[src/pkg/sfcfg_pkg.sv]
package sfcfg_pkg;

  // register offsets; printed offsets are not multiples of four, so each is
  // an index and the byte address is four times the index
  localparam logic [15:0] IF_TUNING_CTRL_IDX     = 16'hDF07;
  localparam logic [15:0] SYNTH_OFFSET_CTRL_IDX  = 16'hDF08;
  localparam logic [15:0] SYNTH_BASE_HIGH_IDX    = 16'hDF09;
  localparam logic [15:0] SYNTH_BASE_MID_IDX     = 16'hDF0A;
  localparam logic [15:0] SYNTH_BASE_LOW_IDX     = 16'hDF0B;
  localparam logic [15:0] BANDWIDTH_RATE_CFG_IDX = 16'hDF0C;
  localparam logic [15:0] CHANNEL_INDEX_IDX      = 16'hDF06;
  localparam logic [15:0] SPACING_CFG_IDX        = 16'hE000;
  localparam logic [15:0] SIGNIFICAND_CFG_IDX    = 16'hE001;
  localparam logic [15:0] RADIO_CTRL_IDX         = 16'hE002;
  localparam logic [15:0] SYNTH_WORD_RD_IDX      = 16'hE003;
  localparam logic [15:0] RX_WORD_RD_IDX         = 16'hE004;
  localparam logic [15:0] RATE_WORD_RD_IDX       = 16'hE005;
  localparam logic [15:0] DECIM_RD_IDX           = 16'hE006;
  localparam int          IDX_LSB                = 2;

  // reset values
  localparam logic [7:0] IF_TUNING_RST     = 8'h0F;
  localparam logic [7:0] SYNTH_OFFSET_RST  = 8'h00;
  localparam logic [7:0] SYNTH_HIGH_RST    = 8'h1E;
  localparam logic [7:0] SYNTH_MID_RST     = 8'hC4;
  localparam logic [7:0] SYNTH_LOW_RST     = 8'hEC;
  localparam logic [7:0] BW_RATE_RST       = 8'h8C;
  localparam logic [7:0] CHANNEL_RST       = 8'h00;
  localparam logic [7:0] SPACING_RST       = 8'h01;
  localparam logic [7:0] SIGNIFICAND_RST   = 8'h22;

  // field layout
  localparam logic [7:0] IF_WORD_MASK      = 8'h1F;
  localparam logic [7:0] BASE_HIGH_MASK    = 8'h3F;
  localparam int         FW_EXP_LSB        = 6;
  localparam int         FW_MANT_LSB       = 4;
  localparam int         RADIO_RX_BIT      = 0;
  localparam int         RADIO_STROBE_BIT  = 1;
  localparam int         RADIO_AUTO_BIT    = 2;

  // word scaling: if word counts fxosc/2^10, base word fxosc/2^16
  localparam int         IF_TO_BASE_SHIFT  = 6;
  // offset counts fxosc/2^14
  localparam int         OFF_TO_BASE_SHIFT = 2;
  localparam logic [3:0] MANT_BIAS         = 4'h4;
  localparam logic [8:0] HIDDEN_ONE        = 9'h100;

  typedef struct packed {
    logic [23:0] synth_word;
    logic [23:0] rx_word;
    logic [23:0] rate_word;
    logic [7:0]  decim;
    logic [4:0]  if_tuning_word;
  } sfcfg_out_t;

endpackage : sfcfg_pkg

[src/hdl/sfcfg_top.sv]
// Summary of operation
// - 5-bit if word, reset 15, rx subtract
// - signed offset added to base word
// - strobe or auto correction adds estimate
// - base word bits 23:22 read zero
// - high register gives base bits 21:16
// - bandwidth fields set decimation ratio
// - 4-bit rate exponent, reset 1100
// - rate is hidden-one significand shifted
// - channel times spacing added to base
//
// Decided for this implementation: the APB register port.
module sfcfg_top (
  input  wire logic                i_ref_clk,
  input  wire logic                i_srst,
  input  wire logic                i_psel,
  input  wire logic                i_penable,
  input  wire logic                i_pwrite,
  input  wire logic [31:0]         i_paddr,
  input  wire logic [31:0]         i_pwdata,
  input  wire logic [3:0]          i_pstrb,
  input  wire logic [7:0]          i_offset_estimate,
  input  wire logic                i_auto_correct,
  output logic [31:0]              o_prdata,
  output logic                     o_pready,
  output logic                     o_pslverr,
  output sfcfg_pkg::sfcfg_out_t    o_cfg
);
  import sfcfg_pkg::*;

  logic [7:0]  if_q, if_d;
  logic [7:0]  off_q, off_d;
  logic [7:0]  hi_q, hi_d;
  logic [7:0]  mid_q, mid_d;
  logic [7:0]  lo_q, lo_d;
  logic [7:0]  bw_q, bw_d;
  logic [7:0]  channel_index_q, channel_index_d;
  logic [7:0]  spc_q, spc_d;
  logic [7:0]  sig_q, sig_d;
  logic        rx_q, rx_d;
  logic        auto_en_q, auto_en_d;
  logic [31:0] prdata_q, prdata_d;
  logic        pready_q, pready_d;
  logic        pslverr_q, pslverr_d;
  sfcfg_out_t  cfg_q, cfg_d;

  logic        auto_rise;
  logic        setup;
  logic        wr;
  logic [15:0] idx;
  logic        hit;
  logic        strobe;
  logic [7:0]  wb;
  logic [23:0] base_word;
  logic [23:0] shift_word;
  logic [23:0] channel_index_word;
  logic [23:0] tuned_word;
  logic [23:0] if_word;
  logic [3:0]  bw_div;

  sfcfg_sync u_auto_sync (
    .i_ref_clk (i_ref_clk),
    .i_srst    (i_srst),
    .i_async   (i_auto_correct),
    .o_level   (),
    .o_rise    (auto_rise)
  );

  // no wait state: answer in the cycle after setup
  assign setup = i_psel & ~i_penable;
  assign wr    = i_psel & i_penable & i_pwrite & pready_q;
  assign idx   = i_paddr[IDX_LSB +: 16];
  assign wb    = i_pstrb[0] ? i_pwdata[7:0] : 8'h00;

  always_comb begin
    case (idx)
      IF_TUNING_CTRL_IDX, SYNTH_OFFSET_CTRL_IDX, SYNTH_BASE_HIGH_IDX,
      SYNTH_BASE_MID_IDX, SYNTH_BASE_LOW_IDX, BANDWIDTH_RATE_CFG_IDX,
      CHANNEL_INDEX_IDX, SPACING_CFG_IDX, SIGNIFICAND_CFG_IDX,
      RADIO_CTRL_IDX, SYNTH_WORD_RD_IDX, RX_WORD_RD_IDX,
      RATE_WORD_RD_IDX, DECIM_RD_IDX: hit = 1'b1;
      default:                        hit = 1'b0;
    endcase
  end

  // register writes; only byte lane 0 carries data
  always_comb begin
    if_d      = if_q;
    off_d     = off_q;
    hi_d      = hi_q;
    mid_d     = mid_q;
    lo_d      = lo_q;
    bw_d      = bw_q;
    channel_index_d    = channel_index_q;
    spc_d     = spc_q;
    sig_d     = sig_q;
    rx_d      = rx_q;
    auto_en_d = auto_en_q;
    strobe    = 1'b0;
    if (wr && i_pstrb[0]) begin
      case (idx)
        IF_TUNING_CTRL_IDX:     if_d = wb & IF_WORD_MASK;
        SYNTH_OFFSET_CTRL_IDX:  off_d = wb;
        SYNTH_BASE_HIGH_IDX:    hi_d = wb & BASE_HIGH_MASK;
        SYNTH_BASE_MID_IDX:     mid_d = wb;
        SYNTH_BASE_LOW_IDX:     lo_d = wb;
        BANDWIDTH_RATE_CFG_IDX: bw_d = wb;
        CHANNEL_INDEX_IDX:      channel_index_d = wb;
        SPACING_CFG_IDX:        spc_d = wb;
        SIGNIFICAND_CFG_IDX:    sig_d = wb;
        RADIO_CTRL_IDX: begin
          rx_d      = wb[RADIO_RX_BIT];
          auto_en_d = wb[RADIO_AUTO_BIT];
          strobe    = wb[RADIO_STROBE_BIT];
        end
        default: ;
      endcase
    end
    // correction update wins over a plain write in the same cycle
    if (strobe || (auto_en_q && auto_rise)) begin
      off_d = off_q + i_offset_estimate;
    end
  end

  // derived words
  always_comb begin
    base_word  = {hi_q, mid_q, lo_q};
    shift_word = {{14{off_q[7]}}, off_q, 2'b00};
    channel_index_word  = {16'h0000, channel_index_q} * {16'h0000, spc_q};
    tuned_word = base_word + shift_word + channel_index_word;
    if_word    = {13'h0000, if_q[4:0], 6'h00};
    bw_div     = MANT_BIAS + {2'b00, bw_q[FW_MANT_LSB +: 2]};
    cfg_d                = cfg_q;
    cfg_d.synth_word     = tuned_word;
    cfg_d.rx_word        = rx_q ? tuned_word - if_word : tuned_word;
    cfg_d.rate_word      = {15'h0000, HIDDEN_ONE | {1'b0, sig_q}}
                           << bw_q[3:0];
    cfg_d.decim          = {4'h0, bw_div} << bw_q[FW_EXP_LSB +: 2];
    cfg_d.if_tuning_word = if_q[4:0];
  end

  // bus answer
  always_comb begin
    pready_d  = setup;
    pslverr_d = 1'b0;
    prdata_d  = 32'h0000_0000;
    if (setup) begin
      pslverr_d = ~hit;
      if (!i_pwrite) begin
        case (idx)
          IF_TUNING_CTRL_IDX:     prdata_d[7:0] = if_q;
          SYNTH_OFFSET_CTRL_IDX:  prdata_d[7:0] = off_q;
          SYNTH_BASE_HIGH_IDX:    prdata_d[7:0] = hi_q;
          SYNTH_BASE_MID_IDX:     prdata_d[7:0] = mid_q;
          SYNTH_BASE_LOW_IDX:     prdata_d[7:0] = lo_q;
          BANDWIDTH_RATE_CFG_IDX: prdata_d[7:0] = bw_q;
          CHANNEL_INDEX_IDX:      prdata_d[7:0] = channel_index_q;
          SPACING_CFG_IDX:        prdata_d[7:0] = spc_q;
          SIGNIFICAND_CFG_IDX:    prdata_d[7:0] = sig_q;
          RADIO_CTRL_IDX: begin
            prdata_d[RADIO_RX_BIT]   = rx_q;
            prdata_d[RADIO_AUTO_BIT] = auto_en_q;
          end
          SYNTH_WORD_RD_IDX:      prdata_d[23:0] = cfg_q.synth_word;
          RX_WORD_RD_IDX:         prdata_d[23:0] = cfg_q.rx_word;
          RATE_WORD_RD_IDX:       prdata_d[23:0] = cfg_q.rate_word;
          DECIM_RD_IDX:           prdata_d[7:0]  = cfg_q.decim;
          default: ;
        endcase
      end
    end
  end

  always_ff @(posedge i_ref_clk) begin
    if (i_srst) begin
      if_q      <= IF_TUNING_RST;
      off_q     <= SYNTH_OFFSET_RST;
      hi_q      <= SYNTH_HIGH_RST;
      mid_q     <= SYNTH_MID_RST;
      lo_q      <= SYNTH_LOW_RST;
      bw_q      <= BW_RATE_RST;
      channel_index_q    <= CHANNEL_RST;
      spc_q     <= SPACING_RST;
      sig_q     <= SIGNIFICAND_RST;
      rx_q      <= 1'b0;
      auto_en_q <= 1'b0;
      prdata_q  <= 32'h0000_0000;
      pready_q  <= 1'b0;
      pslverr_q <= 1'b0;
      cfg_q     <= '0;
    end else begin
      if_q      <= if_d;
      off_q     <= off_d;
      hi_q      <= hi_d;
      mid_q     <= mid_d;
      lo_q      <= lo_d;
      bw_q      <= bw_d;
      channel_index_q    <= channel_index_d;
      spc_q     <= spc_d;
      sig_q     <= sig_d;
      rx_q      <= rx_d;
      auto_en_q <= auto_en_d;
      prdata_q  <= prdata_d;
      pready_q  <= pready_d;
      pslverr_q <= pslverr_d;
      cfg_q     <= cfg_d;
    end
  end

  assign o_prdata  = prdata_q;
  assign o_pready  = pready_q;
  assign o_pslverr = pslverr_q;
  assign o_cfg     = cfg_q;
endmodule // sfcfg_top

[src/hdl/sfcfg_sync.sv]
module sfcfg_sync (
  input  wire logic i_ref_clk,
  input  wire logic i_srst,
  input  wire logic i_async,
  output logic      o_level,
  output logic      o_rise
);
  import sfcfg_pkg::*;

  logic [2:0] sh_q;
  logic [2:0] sh_d;
  logic       lvl_q;
  logic       lvl_d;
  logic       rise_q;
  logic       rise_d;

  // a change counts once the second and third stage agree
  always_comb begin
    sh_d   = {sh_q[1:0], i_async};
    lvl_d  = lvl_q;
    rise_d = 1'b0;
    if (sh_q[1] == sh_q[2]) begin
      lvl_d  = sh_q[2];
      rise_d = sh_q[2] & ~lvl_q;
    end
  end

  always_ff @(posedge i_ref_clk) begin
    if (i_srst) begin
      sh_q   <= 3'h0;
      lvl_q  <= 1'b0;
      rise_q <= 1'b0;
    end else begin
      sh_q   <= sh_d;
      lvl_q  <= lvl_d;
      rise_q <= rise_d;
    end
  end

  assign o_level = lvl_q;
  assign o_rise  = rise_q;

endmodule // sfcfg_sync

[config.mk]
export PLATFORM = sky130hd
export DESIGN_NAME = sfcfg_top
export DESIGN_NICKNAME = d
export VERILOG_FILES = /design/src/pkg/sfcfg_pkg.sv /design/src/hdl/sfcfg_top.sv /design/src/hdl/sfcfg_sync.sv
export SDC_FILE = /design/constraint.sdc
export NUM_CORES = 1
export LEC_CHECK = 0
export ABC_AREA = 1
export BUFFER_PORTS_ARGS = -buffer_cell sky130_fd_sc_hd__buf_2
export CAP_MARGIN = 20
export CORE_ASPECT_RATIO = 1.2
export CORE_MARGIN = 3
export CORE_UTILIZATION = 45
export DETAILED_ROUTE_END_ITERATION = 8
export GPL_TIMING_DRIVEN = 0
export HOLD_SLACK_MARGIN = 0.15
export PLACE_DENSITY = 0.81
export SETUP_SLACK_MARGIN = 0.3
export SLEW_MARGIN = 30
export SYNTH_ARGS = -nofsm -noshare
export SYNTH_HDL_FRONTEND = slang
export SYNTH_SLANG_ARGS = --single-unit
export TNS_END_PERCENT = 20
[constraint.sdc]
create_clock -name i_ref_clk -period 5.99 [get_ports i_ref_clk]
set_clock_uncertainty 0.15 [all_clocks]
set_input_delay 0.2995 -clock i_ref_clk [delete_from_list [all_inputs] [get_ports i_ref_clk]]
set_output_delay 0.2995 -clock i_ref_clk [all_outputs]
set_load 0.02 [all_outputs]
==> run summary <==
outcome -> finished, final reports clean
top post-synthesis cells by count -> 403 x nand2_1, 296 x inv_1, 177 x dfxtp_1, 128 x nor2_1, 97 x a21oi_1
synth warn -> 0
# DRC -> 0
final net count -> 2,092
crit path DAT -> 5890 ps
dominant cell type by area after synthesis -> dfxtp_1
IO buf count -> 145
die width -> 154 um
fin. max-slew vios -> 0
initial antenna violation count -> 0
CTS root buf -> clkbuf_16
routed wire length -> 39.9 mm
largest net degree at the start of global routing -> 18
Starting DRT DRC Count -> 1,036
CP Max Fanout -> 8
minimum clock period -> 5680 ps
number of max-cap violations -> 0
io pins -> 201
critical path type -> flip-flop to flip-flop
Leakage Power -> 7.71 nW
first-pass GRT wire length -> 58.9 mm
FMAX -> 0.176 GHz
Core Box Area -> 25,800 um2
Inserted Diodes -> 0
Async S/R FF share, synth -> 0%
RSZ-0062 raised after global routing -> yes
TritonCTS buffer count -> 17
most common cell in the netlist -> nand2_1
die height -> 184 um
Hold WC Path Type -> input port to flip-flop
critical path launch point type -> flip-flop
# rows -> 64
Fin. Hold Viols -> 0
initial core utilization -> 46.2%
Cell Area, Synth -> 11,900 um2
Hold Path End -> off_q[4]
reg-to-reg endpoint -> o_cfg[50]
setup slack, reg-to-reg -> 310 ps
cells after synthesis -> 1,652
Yosys cell types -> 52
HPWL after detailed placement -> 31.2 mm
routed wire length per instance -> 18.0 um
Final ANT Viol Nets -> 0
Worst-Margin Slew -> 832 ps
gr ovfl total -> 0
register area share after synthesis -> 29.8%
placed insts -> 2,136
Synth Register Bits -> 177
Die ar. -> 28,500 um2
Design Power -> 2.44 mW
clock-pin slew on the worst setup and hold paths -> 80 ps
syn avg cell area -> 7.21 um2
worst r2r path cells -> 23
via count -> 11.9k
Peak VDD IR -> 139 uV
EDFF count, synth -> 0
H-tree levels -> 4
placed instance area -> 13,100 um2
crit share post-route -> 94.9%
Max Buffers Root-to-Sink -> 2
Hold Slack -> 167 ps
Power Density -> 167 nW/um2
share of layout cells above drive strength 1 -> 23.5%
Area Overhead vs Synth -> 22.7%
worst reg2reg path startpoint -> spc_q[1]
First-pass DRT Iterations -> 8
final setup violating endpoints -> 0
CTS tree -> built
Avg Vias per Cell -> 5.35
largest cells by area after synthesis -> dfxtp_1 30%, nand2_1 13%, fa_1 11%
vias in the first global route -> 11.4k
Slew HR -> 44.5%
routability cong. -> 1.00
Worst Path Required -> 6200 ps
final core utilization -> 56.7%
cell area after layout -> 14,600 um2
hold-critical path depth -> 5
Top FF cell, synth -> dfxtp_1
overall routing resource usage -> 26.4%
CP Capture Type -> flip-flop
clock latency at the later pin of the worst-skew pair -> 440 ps
post-route insts no fill -> 2,223
top-area cell type share of the netlist area -> 29.8%
min-delay src -> i_pwdata[1]
clock sinks -> 177
==> power breakdown <==
part,switching [mW],internal (mW)
combinational,0.0953,0.0416
clock,0.514,0.598
sequential,0.00889,1.19
total,0.618,1.83
==> cells in the final DEF (no fill, tap or decap), types with 6 or more instances in the layout <==
cell | netlist | final
buf_8 | 0 | 7
ha_4 | 0 | 10
nand2_2 | 19 | 35
buf_4 | 19 | 63
fa_1 | 66 | 61
nand2_4 | 7 | 12
nand3_2 | 6 | 9
a21oi_1 | 97 | 92
buf_6 | 4 | 13
nor3_1 | 11 | 11
o22ai_1 | 14 | 14
inv_1 | 296 | 280
nand4_1 | 11 | 11
nor2_2 | 9 | 9
inv_2 | 24 | 39
conb_1 | 1 | 10
buf_2 | 4 | 150
nor2_1 | 128 | 128
a31oi_1 | 18 | 18
dfxtp_1 | 177 | 162
nand3_1 | 45 | 40
clkbuf_16 | 0 | 18
nand2_1 | 403 | 382
o21ai_0 | 92 | 92
o221ai_1 | 6 | 6
o21ai_1 | 16 | 15
dlygate4sd3_1 | 0 | 7
o211ai_1 | 16 | 16
xor2_1 | 13 | 11
nor2_4 | 9 | 9
clkbuf_1 | 34 | 18
dfxtp_2 | 0 | 13
ha_1 | 64 | 52
==> registers in the layout (all words and copies together) (netlist names) <==
register             flops
u_auto_sync.sh_q         3
o_pready                 1
o_pslverr                1
u_auto_sync.o_rise       1
spc_q                    8
hi_q                     6
channel_index_q          8
u_auto_sync.o_level      1
off_q                    8
auto_en_q                1
bw_q                     8
o_cfg                   77
sig_q                    8
lo_q                     8
mid_q                    8
rx_q                     1
o_prdata                24
if_q                     5
==> how the worst max path moves through the flow <==
| stage | from | end | slack [ps] |
|---|---|---|---|
| floorplan | spc_q[2] | o_cfg[57] | 310 |
| global placement | off_q[7] | o_cfg[58] | -380 |
| detailed placement | off_q[7] | o_cfg[56] | -490 |
| CTS | channel_index_q[4] | o_cfg[57] | 300 |
| global route | spc_q[2] | o_cfg[57] | 140 |
| finish | spc_q[1] | o_cfg[50] | 310 |
==> area by class of cell <==
class	instances	area (um2)
Inverter	324	1220
Clock inverter	14	144
Clock buffer	18	439
Sequential cell	177	3570
Tap cell	330	413
Fill cell	2270	11200
Multi-Input combinational cell	1096	7160
Buffer	64	495
Timing Repair Buffer	200	1170
==> per-stage QoR <==
step                      worst slack [ps]  setup TNS [ps]
after floorplan                        312               0
after global routing                   142               0
after CTS                              299               0
after global placement                -376           -2570
final                                  307               0
after detailed placement              -491           -3910
==> cell families (layout without fill, tap and decap cells) <==
| logic type | Yosys count | after routing | share of synthesized area (%) |
|---|---|---|---|
| AND/OR/NAND/NOR | 665 | 665 | 25.1 |
| flip-flops | 177 | 177 | 29.8 |
| AO/OA/AOI/OAI | 273 | 273 | 12.8 |
| adder cells (fa/ha/maj) | 130 | 130 | 17.8 |
| other | 1 | 10 | 0.0315 |
| multiplexers | 1 | 1 | 0.0841 |
| XOR/XNOR | 17 | 17 | 1.25 |
| buffers and inverters | 388 | 620 | 13.1 |
==> worst max-delay path, cell delays in order (launching register included) <==
cell     delay, ps
dfxtp_2        330
buf_6          140
nand2_2         70
fa_1           510
inv_1           50
fa_1           500
fa_2           610
fa_1           440
fa_1           490
ha_4           330
nand2_1         80
nand2_2        100
inv_1           80
nand2_2        120
xor2_4         210
ha_4           250
a21oi_2        150
nand2_1        100
nand3_2         70
nand3_2        100
nor3_4         290
buf_6          150
o21ai_0         80
a21oi_1        210
==> layer usage <==
metal | vias up | GRT usage, % | wire length [um]
li1 | 5581 | - | -
met1 | 5557 | 29.6 | 14900
met2 | 574 | 47.4 | 19700
met3 | 170 | 4.53 | 2710
met4 | 0 | 14.9 | 2670
met5 | - | 0 | 0
==> timing repair <==
item | 4_1_cts | 5_1_grt
gates resized for setup | 48 | 104
setup buffers | 3 | 43
endpoints found under the setup margin | 15 | 13
hold buffers | 7 | 0
cloned | 0 | 2
hold endpoints to repair | 14 | 0
pin swaps | 11 | 54
Power figures use the tool's default switching activity.
